<file path="src/sap_pkg.sv">
// Purpose: Shared constants and types for the converter control and read-out block
// Assumes: One system clock; host pins arrive asynchronously
// Notes:   All field widths and counts used by more than one file live here
package sap_pkg;
    localparam int              RESULT_W      = 16;
    localparam int              BYTE_W        = 8;
    localparam int              CHAN_N        = 4;
    localparam int              DIV_W         = 3;
    localparam logic [4:0]      SAMPLE_HOLD_TRIGGER_N_TICKS    = 5'h12;
    localparam logic [4:0]      TICK_CNT_ZERO = 5'h00;
    localparam logic [4:0]      TICK_CNT_ONE  = 5'h01;
    localparam logic [DIV_W-1:0] DIV_ZERO     = 3'h0;
    localparam logic [DIV_W-1:0] DIV_ONE      = 3'h1;
    localparam logic [DIV_W-1:0] DIV_LIM_1    = 3'h0;
    localparam logic [DIV_W-1:0] DIV_LIM_2    = 3'h1;
    localparam logic [DIV_W-1:0] DIV_LIM_4    = 3'h3;
    localparam logic [DIV_W-1:0] DIV_LIM_8    = 3'h7;
    localparam logic [15:0]     OE_FULL       = 16'hffff;
    localparam logic [15:0]     OE_LOW_BYTE   = 16'h00ff;
    localparam logic [15:0]     OE_NONE       = 16'h0000;
    localparam logic [15:0]     RESULT_RST    = 16'h0000;
    localparam logic [7:0]      BYTE_ZERO     = 8'h00;
    localparam logic [1:0]      CHAN_RST      = 2'h0;
    localparam logic [CHAN_N-1:0] CHAN_EN_RST = 4'h1;

    // Host-side pins, all asynchronous to the system clock
    typedef struct packed {
        logic       cs_n;
        logic       rd_n;
        logic       sample_hold_trigger_n;
        logic       byte_sel;
        logic [1:0] channel_address;
        logic [1:0] clock_ratio_select;
    } sap_pins_t;

    localparam sap_pins_t PINS_IDLE = '{cs_n: 1'b1, rd_n: 1'b1, sample_hold_trigger_n: 1'b1,
                                        byte_sel: 1'b0, channel_address: 2'h0, clock_ratio_select: 2'h0};

    // Three-state data bus: value and per-line enable
    typedef struct packed {
        logic [15:0] data;
        logic [15:0] oe;
    } sap_bus_t;

    typedef enum logic {ST_SAMPLE, ST_CONVERT} sap_state_t;
endpackage

</file>
<file path="src/sap_adc_ctrl.sv">
// Purpose: Control and parallel read-out of a four-channel 16-bit successive-approximation converter
// Assumes: sys_clk_i is the converter clock; host pins are asynchronous; sar_result_i is the finished SAR word
// Notes:   Hold and bus outputs are registered, so they trail the pins by the synchroniser delay
//          Busy stands for exactly eighteen divided ticks; the divider restarts with each conversion
//          In 8-bit mode the upper lines stay undriven and the low result byte cannot be read
//          ce_i low freezes every flop, synchronisers included
module sap_adc_ctrl
    import sap_pkg::*;
(
    input  wire logic                sys_clk_i,
    input  wire logic                rstn_i,
    input  wire logic                ce_i,
    input  wire sap_pins_t           pins_i,
    input  wire logic [RESULT_W-1:0] sar_result_i,
    output logic                     busy_o,
    output logic                     hold_mode_o,
    output logic [1:0]               channel_select_o,
    output logic [CHAN_N-1:0]        channel_enable_o,
    output logic [RESULT_W-1:0]      result_bus_o,
    output logic [RESULT_W-1:0]      result_bus_oe_o
);
    // Synchroniser and strobe edge detect
    sap_pins_t           pins_meta;
    sap_pins_t           pins_sync;
    sap_pins_t           next_pins_meta;
    sap_pins_t           next_pins_sync;
    logic                trig_prev;
    logic                next_trig_prev;
    logic                trig_fall;
    logic                trig_rise;

    // Conversion sequencer
    sap_state_t          state;
    sap_state_t          next_state;
    logic [4:0]          tick_cnt;
    logic [4:0]          next_tick_cnt;
    logic                last_tick;
    logic                div_tick;
    logic [RESULT_W-1:0] result;
    logic [RESULT_W-1:0] next_result;
    logic                next_busy;
    logic                next_hold;

    // Channel capture
    logic [1:0]          next_channel;
    logic [CHAN_N-1:0]   next_chan_en;

    // Read path
    logic                reading;
    sap_bus_t            next_bus;

    // Lane placement for the selected bus width
    function automatic sap_bus_t bus_word(input logic [RESULT_W-1:0] word, input logic byte_sel,
                                          input logic drive);
        sap_bus_t b;
        if (byte_sel) begin
            b.data = {BYTE_ZERO, word[RESULT_W-1:BYTE_W]};
            b.oe   = OE_LOW_BYTE;
        end else begin
            b.data = word;
            b.oe   = OE_FULL;
        end
        if (!drive) begin
            b.oe = OE_NONE;
        end
        return b;
    endfunction

    // Pins are asynchronous: two flops before any logic reads them
    always_comb begin
        next_pins_meta = pins_i;
        next_pins_sync = pins_meta;
        next_trig_prev = pins_sync.sample_hold_trigger_n;
    end

    // With ce_i low nothing moves, so no strobe edge is lost or seen twice
    always_ff @(posedge sys_clk_i) begin
        if (!rstn_i) begin
            pins_meta <= PINS_IDLE;
            pins_sync <= PINS_IDLE;
            trig_prev <= 1'b1;
        end else if (ce_i) begin
            pins_meta <= next_pins_meta;
            pins_sync <= next_pins_sync;
            trig_prev <= next_trig_prev;
        end
    end

    // Previous strobe resets to its idle high level, so reset leaves no false edge
    assign trig_fall = trig_prev & ~pins_sync.sample_hold_trigger_n;
    assign trig_rise = ~trig_prev & pins_sync.sample_hold_trigger_n;

    // Divider phase restarts on the detect cycle so tick spacing is exact from the start
    sap_clk_div u_div (
        .sys_clk_i            (sys_clk_i),
        .rstn_i               (rstn_i),
        .ce_i                 (ce_i),
        .restart_i            (trig_fall),
        .clock_ratio_select_i (pins_sync.clock_ratio_select),
        .tick_o               (div_tick)
    );

    // Completing tick of the conversion
    assign last_tick = div_tick & (tick_cnt == SAMPLE_HOLD_TRIGGER_N_TICKS - TICK_CNT_ONE);

    // Conversion sequencer
    always_comb begin
        next_state    = state;
        next_tick_cnt = tick_cnt;
        next_result   = result;
        next_busy     = busy_o;
        next_hold     = hold_mode_o;
        unique case (state)
            ST_SAMPLE: begin
                // Fall is seen two edges after the pin; busy and hold rise on the next
                if (trig_fall) begin
                    next_state    = ST_CONVERT;
                    next_tick_cnt = TICK_CNT_ZERO;
                    next_busy     = 1'b1;
                    next_hold     = 1'b1;
                end
            end
            ST_CONVERT: begin
                // A falling strobe while busy starts no new conversion, but it still restarts the divider phase
                if (div_tick) begin
                    next_tick_cnt = tick_cnt + TICK_CNT_ONE;
                end
                if (last_tick) begin
                    next_state  = ST_SAMPLE;
                    next_busy   = 1'b0;
                    next_hold   = 1'b0;
                    next_result = sar_result_i;
                end
            end
        endcase
    end

    // Result and busy change on one edge, so a read after busy low sees the new word
    always_ff @(posedge sys_clk_i) begin
        if (!rstn_i) begin
            state       <= ST_SAMPLE;
            tick_cnt    <= TICK_CNT_ZERO;
            result      <= RESULT_RST;
            busy_o      <= 1'b0;
            hold_mode_o <= 1'b0;
        end else if (ce_i) begin
            state       <= next_state;
            tick_cnt    <= next_tick_cnt;
            result      <= next_result;
            busy_o      <= next_busy;
            hold_mode_o <= next_hold;
        end
    end

    // Channel capture; a rising strobe in either state picks the next channel
    always_comb begin
        next_channel = channel_select_o;
        if (trig_rise) begin
            next_channel = pins_sync.channel_address;
        end
    end

    // One enable per analog input, measured against the common input
    genvar gi;
    generate
        for (gi = 0; gi < CHAN_N; gi++) begin : g_chan
            assign next_chan_en[gi] = (next_channel == 2'(gi));
        end
    endgenerate

    // Select and one-hot enable load together so they never disagree
    always_ff @(posedge sys_clk_i) begin
        if (!rstn_i) begin
            channel_select_o <= CHAN_RST;
            channel_enable_o <= CHAN_EN_RST;
        end else if (ce_i) begin
            channel_select_o <= next_channel;
            channel_enable_o <= next_chan_en;
        end
    end

    // Read path: width select is re-evaluated every cycle while reading
    always_comb begin
        reading  = ~pins_sync.cs_n & ~pins_sync.rd_n
                   & (state == ST_SAMPLE) & ~trig_fall;
        next_bus = bus_word(result, pins_sync.byte_sel, reading);
    end

    // Data follows the result even when undriven; only the enables gate the lines
    always_ff @(posedge sys_clk_i) begin
        if (!rstn_i) begin
            result_bus_o    <= RESULT_RST;
            result_bus_oe_o <= OE_NONE;
        end else if (ce_i) begin
            result_bus_o    <= next_bus.data;
            result_bus_oe_o <= next_bus.oe;
        end
    end
endmodule // sap_adc_ctrl

</file>
<file path="src/sap_clk_div.sv">
// Purpose: Divides the converter clock by 1, 2, 4 or 8 into a one-cycle tick
// Assumes: Ratio input already synchronised
// Notes:   Restart realigns the phase to the start of a conversion
module sap_clk_div
    import sap_pkg::*;
(
    input  wire logic       sys_clk_i,
    input  wire logic       rstn_i,
    input  wire logic       ce_i,
    input  wire logic       restart_i,
    input  wire logic [1:0] clock_ratio_select_i,
    output logic            tick_o
);
    logic [DIV_W-1:0] count;
    logic [DIV_W-1:0] next_count;
    logic             next_tick;
    logic [DIV_W-1:0] limit;

    always_comb begin
        unique case (clock_ratio_select_i)
            2'h0: limit = DIV_LIM_1;
            2'h1: limit = DIV_LIM_2;
            2'h2: limit = DIV_LIM_4;
            2'h3: limit = DIV_LIM_8;
        endcase
        next_tick = 1'b0;
        if (restart_i) begin
            // Restart counts as the first ratio cycle, so tick k lands k ratios later
            if (limit == DIV_LIM_1) begin
                next_count = DIV_ZERO;
                next_tick  = 1'b1;
            end else begin
                next_count = DIV_ONE;
            end
        end else if (count >= limit) begin
            next_count = DIV_ZERO;
            next_tick  = 1'b1;
        end else begin
            next_count = count + DIV_ONE;
        end
    end

    always_ff @(posedge sys_clk_i) begin
        if (!rstn_i) begin
            count  <= DIV_ZERO;
            tick_o <= 1'b0;
        end else if (ce_i) begin
            count  <= next_count;
            tick_o <= next_tick;
        end
    end
endmodule // sap_clk_div

</file>
<file path="config.mk">
export PLATFORM = sky130hd
export DESIGN_NAME = sap_adc_ctrl
export DESIGN_NICKNAME = d
export VERILOG_FILES = /design/src/sap_pkg.sv /design/src/sap_adc_ctrl.sv /design/src/sap_clk_div.sv
export SDC_FILE = /design/constraint.sdc
export NUM_CORES = 1
export LEC_CHECK = 0
export ABC_AREA = 1
export BUFFER_PORTS_ARGS = -buffer_cell sky130_fd_sc_hd__buf_2
export CAP_MARGIN = 40
export CORE_ASPECT_RATIO = 1.4
export CORE_MARGIN = 2
export CORE_UTILIZATION = 29
export CTS_BUF_LIST = sky130_fd_sc_hd__clkbuf_16
export CTS_CLUSTER_SIZE = 30
export DETAILED_ROUTE_END_ITERATION = 7
export PLACE_DENSITY_LB_ADDON = 0.12
export SYNTH_ARGS = -nofsm -noshare
export SYNTH_HDL_FRONTEND = slang
export SYNTH_SLANG_ARGS = --single-unit
</file>
<file path="constraint.sdc">
create_clock -name sys_clk_i -period 3.5 [get_ports sys_clk_i]
set_input_delay 0.175 -clock sys_clk_i [delete_from_list [all_inputs] [get_ports sys_clk_i]]
set_output_delay 0.175 -clock sys_clk_i [all_outputs]
set_load 0.01 [all_outputs]
</file>
Word-level counts from Yosys, hierarchy flattened
Cells that the tools add are included.
{"block": "totals", "ff_bits": 82, "latch_bits": 0, "ramBits": 0, "rom_bits": 0, "out_inout_bits": 40, "wordCells": 73, "mem_count": 0}
{"block": "classes", "add_sub_neg": 2, "n_mul": 0, "div": 0, "order_cmp": 1, "n_eq_ne": 10, "n_shift": 0, "muxes": 19, "n_bitwise": 12, "reduce_logical": 6}
{"op": "$mux 32", "n": 1}
{"op": "$mux 16", "n": 1}
{"op": "$pmux 3 s4", "n": 1}
{"op": "$mux 5", "n": 2}
{"op": "$pmux 5 s2", "n": 1}
{"op": "$reduce_and 3->1", "n": 3}
{"op": "$eq 2x2->1 const B", "n": 4}
{"op": "$mux 1", "n": 8}
{"op": "$and 1x1->1", "n": 6}
{"op": "$mux 3", "n": 2}
{"op": "$not 1->1", "n": 6}
{"op": "$add 5x1->5 const B", "n": 1}
{"op": "$eq 5x5->1 const B", "n": 1}
{"op": "$eq 2x1->1 const B", "n": 2}
{"op": "$logic_not 2->1", "n": 2}
{"op": "$ne 2x1->1 const B", "n": 2}
{"op": "$pmux 1 s2", "n": 2}
{"op": "$add 3x1->3 const B", "n": 1}
{"op": "$ge 3x3->1", "n": 1}
{"op": "$logic_not 3->1", "n": 1}
{"op": "$mux 2", "n": 1}
{"op": "$ne 2x2->1 const B", "n": 1}

Depth between registers and ports, before layout
Gate-level depths: netlist of run 1.
{"block": "depth", "word_depth": 5, "ltp_mapped": 9, "depth_no_buf": 9}

Modules after synthesis
A second synthesis of run 1 with hierarchy kept.
{"block": "unflattened", "hier_cells": 389, "area_unflattened_um2": 2970.3}
{"module": "sap_adc_ctrl", "instances": 1, "cells_per_inst": 347, "area_each_um2": 2683.8, "seq_area_each_um2": 1281.2}
{"module": "sap_clk_div", "instances": 1, "cells_per_inst": 42, "area_each_um2": 286.5, "seq_area_each_um2": 80.1}

Worst setup path after synthesis of run 1
Ideal clock, no wire load.
{"block": "synth_path", "path_kind": "flip-flop to flip-flop", "startpoint": "register tick_cnt[0]", "endpoint": "register result[12]", "setup_ps": 119, "arrival_time_ps": 1186, "required_ps": 3381, "slack_ps": 2194, "path_stages_with_launch": 8, "path_buffers": 1, "path_cell_list": "dfxtp_1 > ha_1 > inv_1 > nor2_1 > nand3b_4 > buf_2 > o21ai_0 > a21oi_1"}
{"block": "synth_between", "elab_chain_len": 3}
{"item": "from (decl)", "line": "sap_adc_ctrl.sv:35", "rtl": "logic [4:0] tick_cnt;"}
{"item": "from (signal assigned)", "line": "sap_adc_ctrl.sv:148", "rtl": "tick_cnt <= next_tick_cnt;"}
{"item": "$eq 5x5->1", "line": "sap_adc_ctrl.sv:104", "rtl": "assign last_tick = div_tick & (tick_cnt == SAMPLE_HOLD_TRIGGER_N_TICKS - TICK_CNT_ONE);"}
{"item": "$and 1x1->1", "line": "sap_adc_ctrl.sv:104"}
{"item": "$reduce_and 3->1 (no line)"}
{"item": "to (signal assigned)", "line": "sap_adc_ctrl.sv:149", "rtl": "result <= next_result;"}
{"item": "to (decl)", "line": "sap_adc_ctrl.sv:39", "rtl": "logic [RESULT_W-1:0] result;"}
No other way between the ends.
A chain may end at the register's enable or synchronous reset.

Worst setup path after layout of run 1
{"block": "layout_path", "startpoint": "register tick_cnt[0]", "endpoint": "register result[15]"}
The elaborated chain is that of the path after synthesis.

==> results.cfg, run 1 <==
[min_path]
holdCritStartpoint = pins_i[5]
hold_end = next_pins_sync[5]$_SDFFE_PN1P_
hold_path.class = input port to flop
min_path_cells = 3

[status]
status = finished clean

[finish]
regArea_um2 = 1360
fill_cells = 1062
drive_gt1_share_pct = 21.1
area_delta_synth_final_pct = 20.7
fin_nets = 461
multiInputGateArea_um2 = 1170
diodes = 0

[detailed_routing]
ant_nets = 0
wire_per_inst_um = 12.4
drc = 0
drt_iter0_markers = 155
drt_pre_antenna_iters = 6
viasPerCell = 4.44
via_count = 2513
wl_um = 7010

[setup_path]
worstPathRequired_ns = 3.71
crit_chain = ha_1, inv_1, nor2_1, nand3b_4, o21ai_0, a21oi_1
endpoint_kind = flop
ff2ff_path_depth = 6
r2r_end = result[15]$_SDFFE_PN0P_
critical_path_class = flop to flop
arrival_ns = 1.79
crit_fanout = 33
slowest_stage = dfxtp_1
crit_path_start_kind = flop
max_stage_delay_ns = 0.39
rrSetupSlack_ns = 1.92
timing.rr.start = tick_cnt[0]$_SDFFE_PN0P_

[floorplanning]
pin_count = 67
fp-row-count = 43
fp.dieH_um = 123
core-area_um2 = 9850
dieArea_um2 = 10900
initial_core_util_pct = 29.7
dieWidth_um = 88.9

[global_routing]
grt_pass1_vias = 2390
grt_start_max_net_pins = 46
grt_pass1_wl_um = 11500
grtUsageTotal_pct = 13.9
antenna_found_initial = 0
overflow = 0

[clock_network]
numCtsBuffers = 9
ctsHtreeMaxLevel = 3
hold_buffers = 0
post_cts_buffers = 0
ctsResizeCount = 0
cts_num_sinks = 68
tritoncts = done
insertion_delay_ns = 0.33
cts-root-buf = clkbuf_16
clk_pin_slew_ns = 0.05
clockBufferDepth = 2

[place]
io_buffers = 66
dpl.hpwl_um = 4890
pre_cts_slack_ns = 1.79
routabilityCongestion = 0.784

[synth]
ys_ff_latch = 68
ys_types = 21
netlist_top_cells_area = dfxtp_1 47%, a21oi_1 9.6%, o21ai_0 7.2%
seq_area_frac_synth_pct = 46.5
netlist.area_leader.share_pct = 46.5
avgSynthCellArea_um2 = 7.62
synthesis.area_um2 = 2930
yosysWarnings = 0
postSynthCellCount = 384
synth_top_area_cell = dfxtp_1
syn_nets = 417

[sta]
fin_crit_sh_pct = 45.3
slew_viol_final = 0
fin_worst_skew_ns = 0.00510
period_minus_slack_ns = 1.58
setup_viol = 0
setup-tns-final_ns = 0
rsz0062_at_grt = no
hold_violations = 0
max-slew-margin-rel_pct = 67.9
fmax_ghz = 0.631
tightest_slew_ns = 0.480
setup_slack_ns = 1.92

[pwr]
p_leak_nw = 1.59
peakVddDrop_mv = 0.253
p_per_area_nw_per_um2 = 510

[run]
maxCapViolCount = 0
## layout make-up
type | instances | area share [%]
timing repair buffer | 70 | 10.8
tap | 135 | 4.79
inverter | 47 | 5.00
sequential | 68 | 38.6
multi-input combinational | 232 | 33.1
clock buffer | 9 | 6.38
clock inverter | 5 | 1.35
## critical path: cells and delay by family, from the launching register on
kind	cells	cell delay, ns
flip-flops	1	0.39
AO/OA/AOI/OAI	2	0.35
AND/OR/NAND/NOR	2	0.51
buffers and inverters	1	0.04
adder cells (fa/ha/maj)	1	0.16
## synthesized netlist by cell type
cell type,number
a21oi_1,56
a21oi_2,3
buf_2,6
buf_4,17
buf_6,1
clkbuf_1,13
dfxtp_1,68
ha_1,6
inv_1,44
inv_2,3
nand2_1,54
nand2_4,1
nand3_1,27
nand3_2,1
nand3b_4,1
nand4_1,4
nor2_1,26
o211ai_1,8
o21ai_0,42
o21ai_1,2
or2_0,1
## state kept, by name, summed over array words and instances (netlist names), 2 cells and up
register and count:
channel_enable_o 4, channel_select_o 2, next_pins_sync 8, pins_sync 7, result 16, result_bus_o 16, result_bus_oe_o 2, tick_cnt 5
u_div.count 3
## through the flow
| step | hold WS (ns) | power [W] | cell area [µm²] | utilization [%] | instances |
|---|---|---|---|---|---|
| 2_1_floorplan | 0.301 | 0.000924 | 2930 | - | 384 |
| 3_3_place_gp | 0.408 | 0.000969 | 3230 | 32.8 | 551 |
| 3_5_place_dp | 0.399 | 0.000974 | 3260 | 33.1 | 552 |
| 4_1_cts | 0.0557 | 0.00183 | 3530 | 35.8 | 566 |
| 5_1_grt | 0.0938 | 0.00189 | 3530 | 35.8 | 566 |
| 6_report | 0.0663 | 0.00180 | 3530 | 35.8 | 566 |
## placed cells by master, fill, tap and decap left out, drive strengths merged
master,Yosys,routed
a21oi,59,59
buf,24,70
bufinv,0,1
clkbuf,13,9
clkinv,0,2
dfxtp,68,68
ha,6,6
inv,47,49
nand2,55,55
nand3,28,28
nand3b,1,1
nand4,4,4
nor2,26,26
o211ai,8,8
o21ai,44,44
or2,1,1
## logic make-up after synthesis
logic type,Yosys count,synth area share (%)
compound gates,111,20.1
fa+ha+maj,6,2.57
buf+inv,84,13.5
flops,68,46.5
simple gates,115,17.4
## per-layer routing
layer | vias to the layer above | routed length [µm] | GRT usage (%)
met5 | - | 0 | 0
met4 | 0 | 204 | 7.77
met3 | 12 | 329 | 3.23
met2 | 58 | 3410 | 22.6
met1 | 1111 | 3070 | 16.7
li1 | 1332 | - | -
## worst max path at each step
stage	startpoint	end	slack, ns
floorplan	tick_cnt[0]$_SDFFE_PN0P_	result[12]$_SDFFE_PN0P_	2.19
global placement	ce_i	channel_select_o[1]$_SDFFE_PN0P_	1.71
detailed placement	ce_i	result[15]$_SDFFE_PN0P_	1.79
CTS	tick_cnt[0]$_SDFFE_PN0P_	result[15]$_SDFFE_PN0P_	1.88
global route	tick_cnt[0]$_SDFFE_PN0P_	result[7]$_SDFFE_PN0P_	1.68
finish	tick_cnt[0]$_SDFFE_PN0P_	result[15]$_SDFFE_PN0P_	1.92
## report_power, final
group | internal [W] | leakage [nW] | switching, W
sequential | 0.000800 | 0.555 | 0.0000139
combinational | 0.0000512 | 0.891 | 0.0000896
clock | 0.000535 | 0.144 | 0.000312
No activity file was read; power rests on OpenSTA's default activity.
==> run 2: changes to the inputs <==
Clock period 3.5 ns to 1.35 ns, I/O delays scaled along.
==> results.cfg, run 2 (same netlist as run 1, synthesis figures left out) <==
[clock_network]
numCtsBuffers = 9
cts-root-buf = clkbuf_16
cts_num_sinks = 68
insertion_delay_ns = 0.33
clockBufferDepth = 2
tritoncts = done
ctsHtreeMaxLevel = 3
clk_pin_slew_ns = 0.06

[pwr]
peakVddDrop_mv = 0.803
p_comb_share_pct = 8.8
power_w = 0.00478
internal_power_w = 0.00365
p_leak_nw = 1.70
p_sw_w = 0.00113
clkPwrFrac_pct = 47.0
p_per_area_nw_per_um2 = 1270
switching_share_pct = 23.6
power_frac_seq_pct = 44.1

[sta]
fin_worst_skew_ns = 0.00516
slew_viol_final = 0
max-slew-margin-rel_pct = 71.9
setup-tns-final_ns = 0
hold_violations = 0
period_minus_slack_ns = 1.28
tightest_slew_ns = 0.421
fmax_ghz = 0.780
rsz0062_at_grt = yes
fin_crit_sh_pct = 95.0
setup_viol = 0

[detailed_routing]
drc = 0
viasPerCell = 4.43
wire_per_inst_um = 12.0
drt_iter0_markers = 106
ant_nets = 0
drt_pre_antenna_iters = 4
wl_um = 7060
via_count = 2607

[finish]
layout_commonest_cell = buf_2
fill_cells = 1046
diodes = 0
utilization_pct = 38.3
fin_nets = 481
area_delta_synth_final_pct = 28.8
drive_gt1_share_pct = 26.0
final_cell_mix = 66 x buf_2, 65 x dfxtp_1, 56 x a21oi_1

[floorplanning]
fp.dieH_um = 123
pin_count = 67
initial_core_util_pct = 29.7
fp-row-count = 43
dieWidth_um = 88.9
core-area_um2 = 9850
dieArea_um2 = 10900

[setup_path]
critical_path_class = flop to flop
rrSetupSlack_ns = 0.07
slowest_stage = dfxtp_1
crit_path_start_kind = flop
worstPathRequired_ns = 1.57
ff2ff_path_depth = 8
r2r_end = result[7]$_SDFFE_PN0P_
timing.rr.start = tick_cnt[1]$_SDFFE_PN0P_
crit_fanout = 33
endpoint_kind = flop
max_stage_delay_ns = 0.31
crit_chain = inv_1, ha_1, inv_1, nor2_4, nand3b_4, buf_12, o21ai_0, a21oi_1
arrival_ns = 1.50
critPathMostFrequentCell = inv_1

[min_path]
hold_end = result[14]$_SDFFE_PN0P_
holdCritStartpoint = sar_result_i[14]
min_path_cells = 3
hold_path.class = input port to flop

[global_routing]
grt_pass1_vias = 2393
overflow = 0
grt_pass1_wl_um = 11300
gr-usage-met1_pct = 16.1
grtUsageTotal_pct = 13.5
grt.busiest_layer = met2
grt_use_met2_pct = 22.8
grt_start_max_net_pins = 49
met3_usage_pct = 3.83
antenna_found_initial = 0

[place]
io_buffers = 66
routabilityCongestion = 0.761
dpl.hpwl_um = 4900

[status]
status = finished clean

[run]
maxCapViolCount = 0
==> run 2: metal layers <==
| layer | wire, µm | vias up |
|---|---|---|
| met2 | 3360 | 68 |
| met4 | 121 | 0 |
| met5 | 0 | - |
| li1 | - | 1376 |
| met1 | 3230 | 1156 |
| met3 | 357 | 7 |
==> run 2: power groups by stage <==
stage,combinational [W],sequential [W],clock [W]
3_3_place_gp,0.000391,0.00215,0
3_5_place_dp,0.000392,0.00215,0
5_1_grt,0.000481,0.00212,0.00239
4_1_cts,0.000411,0.00211,0.00232
2_1_floorplan,0.000240,0.00216,0
6_report,0.000423,0.00211,0.00225
==> run 2: how the worst max path moves through the flow <==
stage / depth (start not counted) / start / endpoint
after floorplan: 7 / tick_cnt[0]$_SDFFE_PN0P_ / result[12]$_SDFFE_PN0P_
after global placement: 8 / tick_cnt[1]$_SDFFE_PN0P_ / result[8]$_SDFFE_PN0P_
after detailed placement: 8 / tick_cnt[1]$_SDFFE_PN0P_ / result[2]$_SDFFE_PN0P_
after CTS: 8 / tick_cnt[1]$_SDFFE_PN0P_ / result[8]$_SDFFE_PN0P_
after global routing: 8 / tick_cnt[1]$_SDFFE_PN0P_ / result[3]$_SDFFE_PN0P_
final: 8 / tick_cnt[1]$_SDFFE_PN0P_ / result[7]$_SDFFE_PN0P_
==> run 2: repair_timing <==
item                                   CTS  global route
pin swaps                                0             3
resized for setup                        2            29
hold buffers                             8             0
setup endpoints to repair               16            20
buffers inserted                         0             0
endpoints found under the hold margin    8             0
==> run 2: final cells by class <==
cell class	instances	area, µm²	area share (%)
Timing Repair Buffer	90	556	14.7
Clock buffer	9	225	5.98
Clock inverter	7	60.1	1.59
Multi-Input combinational cell	232	1220	32.3
Inverter	47	176	4.68
Sequential cell	68	1370	36.2
Tap cell	135	169	4.48
==> run 2: through the flow <==
stage	setup slack, ns	cells	cell area, µm²	hold slack [ns]
after CTS	0.0243	588	3720	0.00135
after detailed placement	-0.0712	564	3350	0.287
final	0.0678	588	3770	0.00817
after global routing	-0.0289	588	3770	0.0122
after global placement	0.0397	564	3350	0.284
after floorplan	0.0442	384	2930	0.194
==> run 2: worst max-delay path: cells and delay by family (launching register included) <==
| kind | cells | cell delay (ns) |
|---|---|---|
| adders and majority gates | 1 | 0.14 |
| DFF | 1 | 0.31 |
| and+or+nand+nor | 2 | 0.21 |
| AOI/OAI and AO/OA | 2 | 0.21 |
| buffers and inverters | 3 | 0.30 |
==> run 3: changes to the inputs <==
Settings changed: CELL_PAD_IN_SITES_DETAIL_PLACEMENT set to 1, CELL_PAD_IN_SITES_GLOBAL_PLACEMENT set to 2, CORE_UTILIZATION 29 to 27.
==> results.cfg, run 3 (same netlist as run 1, synthesis figures left out) <==
[floorplanning]
dieWidth_um = 92.0
dieArea_um2 = 11700
core-area_um2 = 10700
fp-row-count = 45
initial_core_util_pct = 27.3
fp.dieH_um = 127
pin_count = 67

[finish]
area_delta_synth_final_pct = 35.2
fill_cells = 1331
fin_nets = 495
diodes = 0
drive_gt1_share_pct = 31.1
utilization_pct = 37.0
fin_area_um2 = 3960
layout_commonest_cell = buf_2
final_cell_mix = 66 x buf_2, 62 x dfxtp_1, 52 x nand2_1, 52 x a21oi_1, 41 x inv_1

[sta]
rsz0062_at_grt = yes
hold_violations = 2
max-slew-margin-rel_pct = 76.2
setup_slack_ns = 0.0275
tightest_slew_ns = 0.356
fin_worst_skew_ns = 0.00645
setup_viol = 0
fin_crit_sh_pct = 98.0
slew_viol_final = 0
period_minus_slack_ns = 1.32
setup-tns-final_ns = 0
whs_ns = -0.00145
fmax_ghz = 0.756

[pwr]
p_leak_nw = 1.78
power_w = 0.00459
p_per_area_nw_per_um2 = 1160
peakVddDrop_mv = 0.603

[setup_path]
ff2ff_path_depth = 8
timing.rr.start = tick_cnt[1]$_SDFFE_PN0P_
crit_path_start_kind = flop
endpoint_kind = flop
critical_path_class = flop to flop
r2r_end = result[14]$_SDFFE_PN0P_
crit_fanout = 6
arrival_ns = 1.55
crit_path_end = result[14]$_SDFFE_PN0P_
rrSetupSlack_ns = 0.03
worstPathRequired_ns = 1.57
startpoint = tick_cnt[1]$_SDFFE_PN0P_

[place]
pre_cts_slack_ns = -0.0820
dpl-instance-area_um2 = 3430
routabilityCongestion = 0.785
dpl.hpwl_um = 5970
io_buffers = 66

[detailed_routing]
drc = 0
wire_per_inst_um = 13.9
met2WireLength_um = 4670
dr.max_layer_used = met4
wl_met3_um = 228
viasPerCell = 4.48
wl_um = 8430
via_count = 2720
ant_nets = 0
drt_iter0_markers = 101
met1_length_um = 3360
drt_pre_antenna_iters = 4

[clock_network]
tritoncts = done
numCtsBuffers = 9
cts-root-buf = clkbuf_16
cts_num_sinks = 68
clk_pin_slew_ns = 0.05
ctsHtreeMaxLevel = 3
insertion_delay_ns = 0.33
clockBufferDepth = 2

[status]
status = complete, but fails checks
violations = negative hold slack

[global_routing]
antenna_found_initial = 0
grtUsageTotal_pct = 14.9
grt_pass1_vias = 2742
grt_start_max_net_pins = 33
overflow = 0
grt_pass1_wl_um = 13400

[min_path]
hold_path.class = input port to flop

[run]
maxCapViolCount = 0
run 3: cell types whose count changed in the layout (fill, tap and decap cells not counted), moves of 4 or more:
cell / before / now
a21oi_1: 56 / 52
a21oi_2: 3 / 7
clkinv_1: 0 / 4
o21ai_2: 1 / 8
o21ai_1: 17 / 11
buf_4: 14 / 22
run 3: final cells by class:
| cell class | count | area, µm² | area share [%] |
|---|---|---|---|
| Clock inverter | 6 | 23.8 | 0.601 |
| Sequential cell | 68 | 1370 | 34.6 |
| Clock buffer | 9 | 225 | 5.69 |
| Multi-Input combinational cell | 232 | 1280 | 32.3 |
| Timing Repair Buffer | 104 | 709 | 17.9 |
| Tap cell | 141 | 176 | 4.46 |
| Inverter | 47 | 176 | 4.46 |
run 3: where the power goes:
| part | leakage (nW) | switching (W) | internal, W | total [W] |
|---|---|---|---|---|
| Clock | 0.126 | 0.000820 | 0.00119 | 0.00201 |
| Sequential | 0.557 | 0.0000374 | 0.00208 | 0.00211 |
| Combinational | 1.09 | 0.000266 | 0.000193 | 0.000459 |
| Total | 1.78 | 0.00112 | 0.00346 | 0.00459 |
run 3: repair_timing:
item / 4_1_cts / 5_1_grt
hold endpoints to repair: 8 / 1
endpoints found under the setup margin: 16 / 20
resized for setup: 3 / 52
buffers inserted: 0 / 1
pin swaps: 0 / 7
hold buffers: 8 / 1
gates cloned: 0 / 3
run 3: metal layers:
layer | GRT usage, % | vias up
met5 | 0 | -
met4 | 6.85 | 0
met3 | 2.95 | 11
met2 | 27.7 | 44
met1 | 16.0 | 1259
li1 | - | 1406
run 3: metrics by stage:
step	hold slack [ns]	std cells
6_report	-0.00145	607
5_1_grt	0.0109	607
4_1_cts	0.00636	602
3_5_place_dp	0.292	579
3_3_place_gp	0.282	579
2_1_floorplan	0.194	384
run 3: critical path, stage by stage, from the launching register on:
cell	delay [ns]
dfxtp_2	0.32
inv_2	0.07
ha_4	0.12
inv_2	0.04
nor2_4	0.13
nand3b_4	0.16
clkbuf_16	0.21
o21ai_2	0.12
a21oi_2	0.04
run 3: how the worst min path moves through the flow:
stage | from | cells past startpoint | to | slack (ns)
after floorplan | pins_i[5] | 2 | next_pins_sync[5]$_SDFFE_PN1P_ | 0.19
after global placement | pins_i[6] | 3 | next_pins_sync[6]$_SDFFE_PN1P_ | 0.28
after detailed placement | pins_i[6] | 3 | next_pins_sync[6]$_SDFFE_PN1P_ | 0.29
after CTS | sar_result_i[6] | 3 | result[6]$_SDFFE_PN0P_ | 0.006
after global routing | sar_result_i[0] | 3 | result[0]$_SDFFE_PN0P_ | 0.01
final | sar_result_i[5] | 3 | result[5]$_SDFFE_PN0P_ | -0.001
